**src/rtl/psi_pkg.sv**
```systemverilog
package psi_pkg;

  // word and result widths
  localparam int PSI_WORD_W = 16;
  localparam int PSI_OUT_W = 20;

  // input type selection codes
  localparam logic [15:0] TYPE_BCD = 16'h0000;
  localparam logic [15:0] TYPE_BIN = 16'h0001;
  localparam logic [15:0] TYPE_BCD_COMP = 16'h0002;
  localparam logic [15:0] TYPE_BIN_COMP = 16'h0003;
  localparam logic [15:0] TYPE_OFF = 16'h270F; // 9999

  // setting ranges and special values
  localparam logic [15:0] BCD_FULL = 16'h270F; // 9999
  localparam logic [15:0] BIN_FULL = 16'hFFFF;
  localparam logic [15:0] GAIN_DIRECT = 16'h270F; // 9999
  localparam logic [15:0] BIAS_MAX = 16'h8CA0; // 3600.0 r/min
  localparam logic [15:0] GAIN_MAX = 16'h0E10; // 3600 r/min
  localparam logic [15:0] STROBE_MAX = 16'h0001;
  localparam logic [15:0] INC_MAX = 16'h0002;
  localparam logic [15:0] INC_FINE = 16'h0000; // 0.1 r/min steps
  localparam logic [1:0] WP_RUN_OK = 2'h2; // writes allowed in run
  localparam logic [3:0] DIGIT_MAX = 4'h9;
  localparam logic [PSI_OUT_W-1:0] SPEED_PER_RPM = 20'h0000A;

  // reset values
  localparam logic [15:0] RST_TYPE = TYPE_OFF;
  localparam logic [15:0] RST_STROBE = 16'h0000;
  localparam logic [15:0] RST_BIAS = 16'h0000;
  localparam logic [15:0] RST_GAIN = 16'h05DC; // 1500 r/min
  localparam logic [15:0] RST_INC = 16'h0001;

  // setting selector on the write port
  typedef enum logic [2:0] {
    SID_BCD_BIAS = 3'b000,
    SID_BCD_GAIN = 3'b001,
    SID_BIN_BIAS = 3'b010,
    SID_BIN_GAIN = 3'b011,
    SID_TYPE = 3'b100,
    SID_STROBE = 3'b101,
    SID_INC = 3'b110
  } psi_sid_e;

  // one bcd digit holds 0 to 9
  function automatic logic digit_ok(input logic [3:0] d);
    return d <= DIGIT_MAX;
  endfunction

  // binary reading for types 1 and 3
  function automatic logic type_is_bin(input logic [15:0] t);
    return (t == TYPE_BIN) || (t == TYPE_BIN_COMP);
  endfunction

endpackage

```
**src/rtl/psi_calc_if.sv**
```systemverilog
`timescale 1ns/1ns
`default_nettype none

// request from the control logic to the scaler and its answer
interface psi_calc_if;
  logic start;
  logic direct;
  logic fine;
  logic [15:0] x;
  logic [15:0] bias;
  logic [15:0] gain;
  logic [15:0] full;
  logic done;
  logic [19:0] result;

  modport ctrl(output start, direct, fine, x, bias, gain, full,
    input done, result);
  modport scaler(input start, direct, fine, x, bias, gain, full,
    output done, result);
endinterface

`default_nettype wire

```
**src/rtl/psi_setpoint.sv**
```systemverilog
// Operation
// the sixteen lines are read as four bcd digits up to 9999 or binary up to FFFFH.
// with strobe gating the captured word follows the lines only while the strobe is on.
// bcd digits sit on lines 0-3, 4-7, 8-11, 12-15 as units to thousands, low line first.
// binary reading takes line 0 as lsb and line 15 as msb of an unsigned word.
// a bcd digit above 9 rejects the word and the previous value stays in use.
// input type resets to 9999, which disables the command; 0 to 3 enable it.
// strobe use takes only 0 or 1 and resets to 0.
// both biases span 0 to 3600 r/min in 0.1 steps, reset to 0, output at zero input.
// both gains span 0 to 3600 r/min in 1 steps or 9999, reset to 1500.
// increment select takes 0 to 2, resets to 1, never written while running.
// the word is a hexadecimal quantity in binary and a decimal one in bcd.
// type 0 is bcd, 1 binary, 2 bcd with compensation, 3 binary with it.
// strobe use 0 samples the lines always, 1 only while the strobe is on.
// strobe use 1 with the strobe off from power-up reads all lines as off.
// gain 9999 gives the input times 0.1 r/min for select 0, else 1 r/min.
// other gains interpolate from bias at zero to gain at full-scale input.
`timescale 1ns/1ns
`default_nettype none

module psi_setpoint import psi_pkg::*; (
  // clock and reset
  input wire logic CLK,
  input wire logic RESET_N,
  // setpoint lines from the outside controller
  input wire logic [15:0] SETPOINT_LINES,
  input wire logic DATA_READ_STROBE,
  // drive state
  input wire logic DRIVE_RUNNING,
  input wire logic [1:0] PARAMETER_WRITE_PROTECT,
  // settings port
  input wire logic SET_WR,
  input wire logic [2:0] SET_ID,
  input wire logic [15:0] SET_DATA,
  output logic SET_ACK,
  output logic SET_REFUSED,
  output logic [15:0] SET_RDATA,
  // speed command out, 0.1 r/min units
  output logic [19:0] SPEED_CMD,
  output logic SPEED_CMD_VALID,
  output logic SPEED_CMD_ENABLE,
  output logic ANALOG_COMP_ENABLE,
  output logic BCD_DIGIT_ERROR
);

  ////////////////////////////////////////////////////////////////////
  // settings

  logic [15:0] type_r, type_nxt;
  logic [15:0] strobe_r, strobe_nxt;
  logic [15:0] bcd_bias_r, bcd_bias_nxt;
  logic [15:0] bcd_gain_r, bcd_gain_nxt;
  logic [15:0] bin_bias_r, bin_bias_nxt;
  logic [15:0] bin_gain_r, bin_gain_nxt;
  logic [15:0] inc_r, inc_nxt;
  logic ack_r, ack_nxt;
  logic ref_r, ref_nxt;
  logic [15:0] rdata_r, rdata_nxt;
  logic legal;
  logic locked;

  // range check of a write, by setting
  always_comb begin
    legal = 1'b0;
    if (SET_ID == SID_BCD_BIAS || SET_ID == SID_BIN_BIAS) begin
      legal = SET_DATA <= BIAS_MAX;
    end else if (SET_ID == SID_BCD_GAIN || SET_ID == SID_BIN_GAIN) begin
      legal = (SET_DATA <= GAIN_MAX) || (SET_DATA == GAIN_DIRECT);
    end else if (SET_ID == SID_TYPE) begin
      legal = (SET_DATA <= TYPE_BIN_COMP) || (SET_DATA == TYPE_OFF);
    end else if (SET_ID == SID_STROBE) begin
      legal = SET_DATA <= STROBE_MAX;
    end else if (SET_ID == SID_INC) begin
      legal = SET_DATA <= INC_MAX;
    end
  end

  // run-time writes need the permissive protect code; the increment
  // select stays locked in run whatever the protect code says
  always_comb begin
    locked = DRIVE_RUNNING && ((PARAMETER_WRITE_PROTECT != WP_RUN_OK)
      || (SET_ID == SID_INC));
  end

  // apply a legal, unlocked write; answer with ack or refuse
  always_comb begin
    type_nxt = type_r;
    strobe_nxt = strobe_r;
    bcd_bias_nxt = bcd_bias_r;
    bcd_gain_nxt = bcd_gain_r;
    bin_bias_nxt = bin_bias_r;
    bin_gain_nxt = bin_gain_r;
    inc_nxt = inc_r;
    ack_nxt = 1'b0;
    ref_nxt = 1'b0;
    if (SET_WR && (!legal || locked)) begin
      ref_nxt = 1'b1;
    end else if (SET_WR) begin
      ack_nxt = 1'b1;
      case (SET_ID)
        SID_BCD_BIAS: bcd_bias_nxt = SET_DATA;
        SID_BCD_GAIN: bcd_gain_nxt = SET_DATA;
        SID_BIN_BIAS: bin_bias_nxt = SET_DATA;
        SID_BIN_GAIN: bin_gain_nxt = SET_DATA;
        SID_TYPE: type_nxt = SET_DATA;
        SID_STROBE: strobe_nxt = SET_DATA;
        SID_INC: inc_nxt = SET_DATA;
        default: ack_nxt = 1'b1;
      endcase
    end
  end

  // read back of the selected setting, one cycle behind SET_ID
  always_comb begin
    case (SET_ID)
      SID_BCD_BIAS: rdata_nxt = bcd_bias_r;
      SID_BCD_GAIN: rdata_nxt = bcd_gain_r;
      SID_BIN_BIAS: rdata_nxt = bin_bias_r;
      SID_BIN_GAIN: rdata_nxt = bin_gain_r;
      SID_TYPE: rdata_nxt = type_r;
      SID_STROBE: rdata_nxt = strobe_r;
      SID_INC: rdata_nxt = inc_r;
      default: rdata_nxt = 16'h0000;
    endcase
  end

  // settings come out of reset at their factory values
  always_ff @(posedge CLK or negedge RESET_N) begin
    if (!RESET_N) begin
      type_r <= RST_TYPE;
      strobe_r <= RST_STROBE;
      bcd_bias_r <= RST_BIAS;
      bin_bias_r <= RST_BIAS;
      bcd_gain_r <= RST_GAIN;
      bin_gain_r <= RST_GAIN;
      inc_r <= RST_INC;
      ack_r <= 1'b0;
      ref_r <= 1'b0;
      rdata_r <= 16'h0000;
    end else begin
      type_r <= type_nxt;
      strobe_r <= strobe_nxt;
      bcd_bias_r <= bcd_bias_nxt;
      bin_bias_r <= bin_bias_nxt;
      bcd_gain_r <= bcd_gain_nxt;
      bin_gain_r <= bin_gain_nxt;
      inc_r <= inc_nxt;
      ack_r <= ack_nxt;
      ref_r <= ref_nxt;
      rdata_r <= rdata_nxt;
    end
  end

  ////////////////////////////////////////////////////////////////////
  // capture and decode

  logic enabled;
  logic is_bin;
  logic sample;
  logic [15:0] word_r, word_nxt;
  logic [15:0] acc_r, acc_nxt;
  logic err_r, err_nxt;
  logic [15:0] dec_val;
  logic dec_ok;

  // mode decode of the type setting
  always_comb begin
    enabled = type_r != TYPE_OFF;
    is_bin = type_is_bin(type_r);
  end

  // strobe gate; word resets to all off so a dark strobe reads zero
  always_comb begin
    sample = (strobe_r == 16'h0000) || DATA_READ_STROBE;
    word_nxt = sample ? SETPOINT_LINES : word_r;
  end

  psi_word_decode u_decode (
    .word(word_r),
    .is_bin(is_bin),
    .value(dec_val),
    .valid(dec_ok)
  );

  // an illegal bcd word never reaches the accepted value
  always_comb begin
    acc_nxt = dec_ok ? dec_val : acc_r;
    err_nxt = !dec_ok;
  end

  always_ff @(posedge CLK or negedge RESET_N) begin
    if (!RESET_N) begin
      word_r <= 16'h0000;
      acc_r <= 16'h0000;
      err_r <= 1'b0;
    end else begin
      word_r <= word_nxt;
      acc_r <= acc_nxt;
      err_r <= err_nxt;
    end
  end

  ////////////////////////////////////////////////////////////////////
  // speed computation

  typedef enum logic [1:0] {
    MS_IDLE = 2'b00,
    MS_CALC = 2'b01
  } psi_ms_e;

  psi_ms_e st_r, st_nxt;
  logic [19:0] speed_r, speed_nxt;
  logic valid_r, valid_nxt;
  logic [15:0] sel_gain;
  logic start;

  psi_calc_if cif();

  psi_scaler u_scaler (
    .clk(CLK),
    .rst_n(RESET_N),
    .cif(cif)
  );

  // pick the gain by input reading; bias and full scale are picked below
  always_comb begin
    sel_gain = is_bin ? bin_gain_r : bcd_gain_r;
  end

  // request fields; the scaler latches them on start
  always_comb begin
    cif.start = start;
    cif.x = acc_r;
    cif.bias = is_bin ? bin_bias_r : bcd_bias_r;
    cif.gain = sel_gain;
    cif.full = is_bin ? BIN_FULL : BCD_FULL;
    cif.direct = sel_gain == GAIN_DIRECT;
    cif.fine = inc_r == INC_FINE;
  end

  // recompute continuously; the output holds the last result between
  // passes, so a setting change shows after two passes at most
  always_comb begin
    st_nxt = st_r;
    speed_nxt = speed_r;
    valid_nxt = valid_r;
    start = 1'b0;
    case (st_r)
      MS_IDLE: begin
        if (enabled) begin
          start = 1'b1;
          st_nxt = MS_CALC;
        end else begin
          speed_nxt = 20'h00000;
          valid_nxt = 1'b0;
        end
      end
      MS_CALC: begin
        // disable clears the command at once, not only at pass end
        if (!enabled) begin
          speed_nxt = 20'h00000;
          valid_nxt = 1'b0;
        end
        if (cif.done) begin
          st_nxt = MS_IDLE;
          // a result finished after disable is dropped
          speed_nxt = enabled ? cif.result : 20'h00000;
          valid_nxt = enabled;
        end
      end
      default: st_nxt = MS_IDLE;
    endcase
  end

  always_ff @(posedge CLK or negedge RESET_N) begin
    if (!RESET_N) begin
      st_r <= MS_IDLE;
      speed_r <= 20'h00000;
      valid_r <= 1'b0;
    end else begin
      st_r <= st_nxt;
      speed_r <= speed_nxt;
      valid_r <= valid_nxt;
    end
  end

  ////////////////////////////////////////////////////////////////////
  // outputs

  // compensation summing itself lives outside this block
  always_comb begin
    SPEED_CMD = speed_r;
    SPEED_CMD_VALID = valid_r;
    SPEED_CMD_ENABLE = enabled;
    ANALOG_COMP_ENABLE = (type_r == TYPE_BCD_COMP)
      || (type_r == TYPE_BIN_COMP);
    BCD_DIGIT_ERROR = err_r;
    SET_ACK = ack_r;
    SET_REFUSED = ref_r;
    SET_RDATA = rdata_r;
  end

endmodule

`default_nettype wire

```
**src/rtl/psi_word_decode.sv**
```systemverilog
`timescale 1ns/1ns
`default_nettype none

module psi_word_decode import psi_pkg::*; (
  // captured word and its reading
  input wire logic [15:0] word,
  input wire logic is_bin,
  // decoded value
  output logic [15:0] value,
  output logic valid
);

  logic [15:0] bcd_val;

  // weight the four digits, units on the low lines
  always_comb begin
    bcd_val = 16'(word[3:0])
      + 16'(word[7:4]) * 16'h000A
      + 16'(word[11:8]) * 16'h0064
      + 16'(word[15:12]) * 16'h03E8;
  end

  // binary is taken as is; bcd only when every digit is legal
  always_comb begin
    if (is_bin) begin
      value = word;
      valid = 1'b1;
    end else begin
      value = bcd_val;
      valid = digit_ok(word[3:0]) && digit_ok(word[7:4])
        && digit_ok(word[11:8]) && digit_ok(word[15:12]);
    end
  end

endmodule

`default_nettype wire

```
**src/rtl/psi_scaler.sv**
```systemverilog
`timescale 1ns/1ns
`default_nettype none

module psi_scaler import psi_pkg::*; (
  // clock and reset
  input wire logic clk,
  input wire logic rst_n,
  // request and answer
  psi_calc_if.scaler cif
);

  typedef enum logic [1:0] {
    SC_IDLE = 2'b00,
    SC_DIV = 2'b01,
    SC_END = 2'b10
  } psi_sc_e;

  psi_sc_e st_r, st_nxt;
  logic [4:0] cnt_r, cnt_nxt;
  logic [16:0] rem_r, rem_nxt;
  logic [31:0] quo_r, quo_nxt;
  logic neg_r, neg_nxt;
  logic [15:0] bias_r, bias_nxt;
  logic [15:0] full_r, full_nxt;
  logic [19:0] res_r, res_nxt;
  logic done_r, done_nxt;
  logic [15:0] span, mag;
  logic [16:0] rem_sh;

  // restoring divide, one quotient bit a cycle; small area over speed
  always_comb begin
    st_nxt = st_r;
    cnt_nxt = cnt_r;
    rem_nxt = rem_r;
    quo_nxt = quo_r;
    neg_nxt = neg_r;
    bias_nxt = bias_r;
    full_nxt = full_r;
    res_nxt = res_r;
    done_nxt = 1'b0;
    span = 16'(cif.gain * 16'h000A);
    mag = (cif.bias > span) ? cif.bias - span : span - cif.bias;
    rem_sh = {rem_r[15:0], quo_r[31]};
    case (st_r)
      SC_IDLE: begin
        if (cif.start && cif.direct) begin
          res_nxt = cif.fine ? 20'(cif.x)
            : 20'(20'(cif.x) * SPEED_PER_RPM);
          done_nxt = 1'b1;
        end else if (cif.start) begin
          // a word held from the other reading may pass full scale;
          // the clamp keeps the quotient within mag, the bias-to-span distance
          quo_nxt = 32'(mag)
            * 32'((cif.x > cif.full) ? cif.full : cif.x);
          rem_nxt = '0;
          cnt_nxt = '0;
          neg_nxt = cif.bias > span;
          bias_nxt = cif.bias;
          full_nxt = cif.full;
          st_nxt = SC_DIV;
        end
      end
      SC_DIV: begin
        if (rem_sh >= {1'b0, full_r}) begin
          rem_nxt = rem_sh - {1'b0, full_r};
          quo_nxt = {quo_r[30:0], 1'b1};
        end else begin
          rem_nxt = rem_sh;
          quo_nxt = {quo_r[30:0], 1'b0};
        end
        cnt_nxt = cnt_r + 5'h01;
        if (cnt_r == 5'h1F) begin
          st_nxt = SC_END;
        end
      end
      SC_END: begin
        // quotient never exceeds mag, the bias-to-span distance, so the sum stays in range
        res_nxt = neg_r ? 20'(bias_r) - 20'(quo_r[15:0])
          : 20'(bias_r) + 20'(quo_r[15:0]);
        done_nxt = 1'b1;
        st_nxt = SC_IDLE;
      end
      default: st_nxt = SC_IDLE;
    endcase
  end

  always_ff @(posedge clk or negedge rst_n) begin
    if (!rst_n) begin
      st_r <= SC_IDLE;
      cnt_r <= '0;
      rem_r <= '0;
      quo_r <= '0;
      neg_r <= 1'b0;
      bias_r <= '0;
      full_r <= '0;
      res_r <= '0;
      done_r <= 1'b0;
    end else begin
      st_r <= st_nxt;
      cnt_r <= cnt_nxt;
      rem_r <= rem_nxt;
      quo_r <= quo_nxt;
      neg_r <= neg_nxt;
      bias_r <= bias_nxt;
      full_r <= full_nxt;
      res_r <= res_nxt;
      done_r <= done_nxt;
    end
  end

  assign cif.done = done_r;
  assign cif.result = res_r;

endmodule

`default_nettype wire

```
**config.mk**
```make
export PLATFORM = sky130hd
export DESIGN_NAME = psi_setpoint
export DESIGN_NICKNAME = d
export VERILOG_FILES = /design/src/rtl/psi_pkg.sv /design/src/rtl/psi_calc_if.sv /design/src/rtl/psi_setpoint.sv /design/src/rtl/psi_word_decode.sv /design/src/rtl/psi_scaler.sv
export SDC_FILE = /design/constraint.sdc
export NUM_CORES = 1
export LEC_CHECK = 0
export ABC_AREA = 1
export BUFFER_PORTS_ARGS = -buffer_cell sky130_fd_sc_hd__buf_2
export CORE_MARGIN = 4
export CORE_UTILIZATION = 65
export DETAILED_ROUTE_END_ITERATION = 8
export PLACE_DENSITY_LB_ADDON = 0.1
export SETUP_SLACK_MARGIN = 0.02
export SLEW_MARGIN = 15
export SYNTH_ARGS = -nofsm -noshare
export SYNTH_HDL_FRONTEND = slang
export SYNTH_SLANG_ARGS = --single-unit
```
**constraint.sdc**
```tcl
create_clock -name CLK -period 20.4 [get_ports CLK]
set_clock_uncertainty 0.15 [all_clocks]
set_input_delay 0 -clock CLK [delete_from_list [all_inputs] [get_ports CLK]]
set_output_delay 0 -clock CLK [all_outputs]
set_load 0.05 [all_outputs]
```
==> results.sh, run 1 <==
export IMPL_vias_per_cell=5.906
export IMPL_hold_slack_ns=-0.003378
export IMPL_cp_end_kind="register"
export IMPL_syn_inst=3710
export IMPL_drt_iter0_drc=2597
export IMPL_rows=76
export IMPL_crit_family="adder cells"
export IMPL_multi_input_area_um2=18400
export IMPL_area_growth_pct=8.534
export IMPL_cpPeakStageDelay_ns=0.68
export IMPL_finalInstanceArea_um2=30760
export IMPL_critical_path_slowest_cell="o21ai_0"
export IMPL_regArea_um2=7036
export IMPL_syn_area_per_cell_um2=7.639
export IMPL_ys_types=64
export IMPL_drive_gt1_share_pct=6.731
export IMPL_cts_made_buffers=34
export IMPL_cts_sinks=280
export IMPL_track_usage_pct=36.06
export IMPL_hold_viol_final=8
export IMPL_drc=0
export IMPL_die_w_um=216.8
export IMPL_worst_endpoint_required_ns=20.70
export IMPL_nets=4338
export IMPL_cp_common_cell="nand2_1"
export IMPL_routed_wl_um=84120
export IMPL_finalCritPeriodShare_pct=58.63
export IMPL_slew_limit_headroom_pct=21.08
export IMPL_holdBufCountCts=42
export IMPL_yosys_warnings=0
export IMPL_cp_data_arrival_time_ns=12.26
export IMPL_synth_edff_count=0
export IMPL_insertion_delay_ns=0.56
export IMPL_cts_resized=0
export IMPL_htreeDepth=2
export IMPL_grt_pass1_vias=25930
export IMPL_violations="hold timing"
export IMPL_drv_cap=0
export IMPL_numPortBuffers=83
export IMPL_rrSetupSlack_ns=8.44
export IMPL_nFillCells=3516
export IMPL_antenna_cells=0
export IMPL_via_count=26010
export IMPL_path_clk_slew_ns=0.07
export IMPL_setup_violations=0
export IMPL_fmax_ghz=0.08361
export IMPL_grt_pass1_wl_um=136400
export IMPL_dpl_cell_area_um2=29200
export IMPL_cts_path_max_buffers=3
export IMPL_post_cts_buffers=0
export IMPL_ant_nets=0
export IMPL_crit_buf_inv=6
export IMPL_critPathKind="reg -> reg"
export IMPL_initial_utilization_pct=65.80
export IMPL_cp_max_fo=69
export IMPL_dr_pass1_iters=6
export IMPL_run_status="finished, violations left"
export IMPL_ys_flop_type="dfrtp_1"
export IMPL_fin_tns_setup_ns=0
export IMPL_drv_slew=0
export IMPL_antenna_found_initial=1
export IMPL_async_reset_ff_share_pct=100.0
export IMPL_hold_path_class="in -> async"
export IMPL_chipHeight_um=216.8
export IMPL_tritoncts="built"
export IMPL_worst_pin_slew_ns=1.181
export IMPL_largest_reg_flops=32
export IMPL_overflow=0
export IMPL_ioPinCount=84
export IMPL_gp_congestion=1.001
export IMPL_die_area_um2=47010
export IMPL_top_register="u_scaler.quo_r"
export IMPL_cts_root_buf="clkbuf_16"
export IMPL_wl_per_cell_um=19.11
export IMPL_rsz0062_at_grt="no"
export IMPL_ys_ff_latch=280
export IMPL_core_um2=43080
export IMPL_hpwl_um=65870
export IMPL_period_minus_slack_ns=11.96
export IMPL_ys_seq_area_share_pct=24.82
export IMPL_start_kind="register"
export IMPL_synth_nets=4254
export IMPL_grt_max_degree=122
export IMPL_syn_area_um2=28340
==> kinds of logic after synthesis <==
group | count (synthesis) | share of synthesized area (%)
buffers and inverters | 752 | 10.33
XOR/XNOR | 96 | 2.967
adder cells (fa/ha/maj) | 502 | 27.91
AO/OA/AOI/OAI | 612 | 12.38
flip-flops | 280 | 24.82
AND/OR/NAND/NOR | 1465 | 21.48
multiplexers | 3 | 0.1104
==> cell type report <==
cell class	count	share of cell area, %
tap	585	2.379
timing repair buffer	147	3.287
clock inverter	13	0.6386
sequential	280	22.87
clock buffer	47	3.055
multi-input combinational	2678	59.80
inverter	653	7.968
==> routing by layer <==
layer | GRT usage [%] | vias up | routed length, um
met2 | 56.62 | 1294 | 37630
met3 | 8.489 | 206 | 8194
met4 | 11.45 | 2 | 2738
met5 | 0 | - | 13
met1 | 50.18 | 12490 | 35550
li1 | - | 12010 | -
==> through the flow <==
| step | util (%) | hold slack [ns] | instances | setup WS [ns] |
|---|---|---|---|---|
| after floorplan | - | -0.4456 | 3710 | 10.60 |
| after global placement | 67.78 | -0.02148 | 4301 | 9.042 |
| after detailed placement | 67.78 | 0.002509 | 4301 | 8.646 |
| after CTS | 71.40 | 0.01859 | 4403 | 8.608 |
| after global routing | 71.41 | 0.07293 | 4403 | 7.511 |
| final | 71.41 | -0.003378 | 4403 | 8.440 |
==> cells in the mapped netlist (20+ instances only) <==
cell type,instances,area share [%]
a22oi_1,23,0.61
inv_1,625,8.3
xor2_1,60,1.9
a21oi_1,186,3.3
fa_1,217,15
dfrtp_1,257,23
dfstp_2,23,2.1
nand2_1,883,12
clkbuf_1,58,0.77
ha_1,285,13
o22ai_1,20,0.44
nand3_1,170,3.0
nand2_2,22,0.49
o21ai_0,237,4.2
nor2_1,270,3.6
xnor2_1,36,1.1
nand4_1,34,0.75
o21ai_1,21,0.37
buf_2,27,0.48
nor3_1,33,0.58
==> final timing paths <==
kind	start	cells past startpoint	to
worst max-delay path	type_r[11]$_DFFE_PN0P_	49	u_scaler.quo_r[24]$_DFFE_PN0P_
worst min-delay path	RESET_N	2	SPEED_CMD[19]$_DFF_PN0_
worst max register to register	type_r[11]$_DFFE_PN0P_	49	u_scaler.quo_r[24]$_DFFE_PN0P_
worst min register to register	inc_r[14]$_DFFE_PN0P_	2	inc_r[14]$_DFFE_PN0P_
max in group asynchronous	RESET_N	3	bin_bias_r[6]$_DFFE_PN0P_
min in group CLK	SETPOINT_LINES[12]	4	word_r[12]$_DFFE_PN0P_
==> cells in the final DEF (no fill, tap or decap), types with 4 or more instances in the layout <==
cell,netlist,final
buf_2,27,82
ha_1,285,285
xnor2_1,36,36
clkinv_1,9,9
buf_4,3,22
a21o_1,8,8
xor2_1,60,60
clkbuf_16,0,34
clkbuf_8,0,4
nand4_1,34,34
a21boi_0,9,9
o211ai_1,19,19
dfrtp_1,257,257
a221oi_1,15,15
o21bai_1,18,18
dlygate4sd3_1,0,42
inv_2,19,19
nand3_1,170,169
fa_1,217,217
nor3_1,33,32
a22oi_1,23,23
inv_1,625,625
o2111ai_1,9,9
o22ai_1,20,20
o21ai_0,237,237
nor2_1,270,269
o21a_1,7,7
nand2_2,22,22
nor4_1,16,16
a31oi_1,14,14
or2_2,16,16
a21oi_1,186,186
clkbuf_1,58,9
nand2_1,883,883
bufinv_16,0,4
o221ai_1,8,8
dfstp_2,23,23
nand2_4,4,4
o21ai_1,21,21
Power of run 1 is not shown: default switching activity piles up to over one toggle a cycle in this logic, so the estimate is an artifact.
==> run 2, diff against run 1 <==
- CORE_UTILIZATION: 65 -> 59
- clock period: 20.4 -> 9.8 ns (I/O delays scaled with it)
==> results.sh, run 2 (synthesis results as in run 1) <==
export IMPL_layout_setup_ws_ns=-0.09091
export IMPL_wl_per_cell_um=19.50
export IMPL_cp_common_cell="nand2_1"
export IMPL_initial_utilization_pct=59.49
export IMPL_fmax_ghz=0.1011
export IMPL_gp_congestion=0.9697
export IMPL_cpPeakStageDelay_ns=0.57
export IMPL_cts_sinks=280
export IMPL_cp_max_fo=6
export IMPL_vias_per_cell=5.802
export IMPL_track_usage_pct=34.52
export IMPL_setup_violations=3
export IMPL_routed_wl_um=92670
export IMPL_cp_data_arrival_time_ns=10.15
export IMPL_rsz0062_at_grt="yes"
export IMPL_worst_endpoint_required_ns=10.06
export IMPL_grt_pass1_wl_um=141800
export IMPL_slew_limit_headroom_pct=25.35
export IMPL_cts_root_buf="clkbuf_16"
export IMPL_largest_reg_flops=32
export IMPL_nets=4655
export IMPL_drt_iter0_drc=2515
export IMPL_final_core_util_pct=73.76
export IMPL_grt_pass1_vias=27180
export IMPL_grt_max_degree=184
export IMPL_die_area_um2=51610
export IMPL_hold_path_class="in -> reg"
export IMPL_antenna_cells=0
export IMPL_violations="setup timing"
export IMPL_final_common_cell="nand2_1"
export IMPL_dp_cells=4579
export IMPL_start_kind="register"
export IMPL_cp_end_kind="register"
export IMPL_worst_pin_slew_ns=1.117
export IMPL_run_status="finished, violations left"
export IMPL_drive_gt1_share_pct=20.77
export IMPL_dr_pass1_iters=5
export IMPL_critical_path_slowest_cell="fa_1"
export IMPL_drc=0
export IMPL_chipHeight_um=227.2
export IMPL_tritoncts="built"
export IMPL_ant_nets=0
export IMPL_path_clk_slew_ns=0.06
export IMPL_drv_cap=0
export IMPL_die_w_um=227.2
export IMPL_via_count=27560
export IMPL_rows=80
export IMPL_antenna_found_initial=0
export IMPL_final_cell_mix="nand2_1 (830), inv_1 (593), buf_4 (303)"
export IMPL_critPathKind="reg -> reg"
export IMPL_ioPinCount=84
export IMPL_drv_slew=0
export IMPL_area_growth_pct=23.99
export IMPL_insertion_delay_ns=0.55
export IMPL_top_register="u_scaler.quo_r"
export IMPL_finalNonFillerCells=4751
export IMPL_numPortBuffers=83
export IMPL_finalCritPeriodShare_pct=100.9
export IMPL_cts_made_buffers=34
export IMPL_period_minus_slack_ns=9.891
export IMPL_hold_viol_final=0
export IMPL_hpwl_um=69930
export IMPL_core_um2=47650
export IMPL_cts_path_max_buffers=3
export IMPL_fin_tns_setup_ns=-0.1155
export IMPL_htreeDepth=2
export IMPL_overflow=0
-- run 2: layout make-up --
| class | instances | area [um^2] |
|---|---|---|
| Fill cell | 3665 | 12500 |
| Clock buffer | 48 | 993.5 |
| Multi-Input combinational cell | 2681 | 20090 |
| Timing Repair inverter | 1 | 7.507 |
| Tap cell | 615 | 769.5 |
| Timing Repair Buffer | 460 | 3548 |
| Inverter | 653 | 2479 |
| Clock inverter | 13 | 215.2 |
| Sequential cell | 280 | 7036 |
-- run 2: final timing paths --
check                                       start                             end  slack (ns)  cells after the start
max in group asynchronous                 RESET_N            inc_r[5]$_DFFE_PN0P_        7.86                      4
max                        type_r[15]$_DFFE_PN0P_  u_scaler.quo_r[30]$_DFFE_PN0P_       -0.09                     50
min in group asynchronous                 RESET_N  u_scaler.quo_r[21]$_DFFE_PN0P_        0.36                      3
min                             SETPOINT_LINES[1]           word_r[1]$_DFFE_PN0P_        0.05                      4
max reg2reg                type_r[15]$_DFFE_PN0P_  u_scaler.quo_r[30]$_DFFE_PN0P_       -0.09                     50
min reg2reg                  inc_r[8]$_DFFE_PN0P_            inc_r[8]$_DFFE_PN0P_        0.32                      2
-- run 2: what timing repair did --
item	4_1_cts	5_1_grt
pin swaps	50	194
cloned	1	4
hold buffers	44	0
setup buffers	14	48
hold endpoints to repair	189	0
gates resized for setup	69	361
endpoints found under the setup margin	21	24
-- run 2: worst max-delay path, delay by kind of cell, from the launching register on --
family,cells,cell delay [ns]
adders and majority gates,10,4.25
DFF,1,0.39
AOI/OAI and AO/OA,8,1.27
buffers and inverters,6,0.68
and+or+nand+nor,23,2.39
xor gates and xnor gates,3,0.59
-- run 2: metrics by stage --
step	cell area, um^2	hold WS (ns)	worst slack [ns]
floorplan	28340	-0.4456	0.05401
global route	35140	0.06312	-0.4635
finish	35140	0.05492	-0.09091
detailed placement	31130	-0.06325	-0.5446
CTS	33240	0.03246	0.01838
global placement	31130	-0.07778	-0.3617
-- run 2: layer usage --
| layer | wire, um | GRT usage (%) | up-vias | part of all wire, % |
|---|---|---|---|---|
| met4 | 3670 | 11.30 | 0 | 4.0 |
| met5 | 0 | 0 | - | 0 |
| met2 | 42830 | 55.87 | 1232 | 46 |
| li1 | - | - | 12660 | - |
| met1 | 38330 | 47.79 | 13410 | 41 |
| met3 | 7837 | 5.816 | 263 | 8.5 |
Power of run 2 is left out for the same reason.
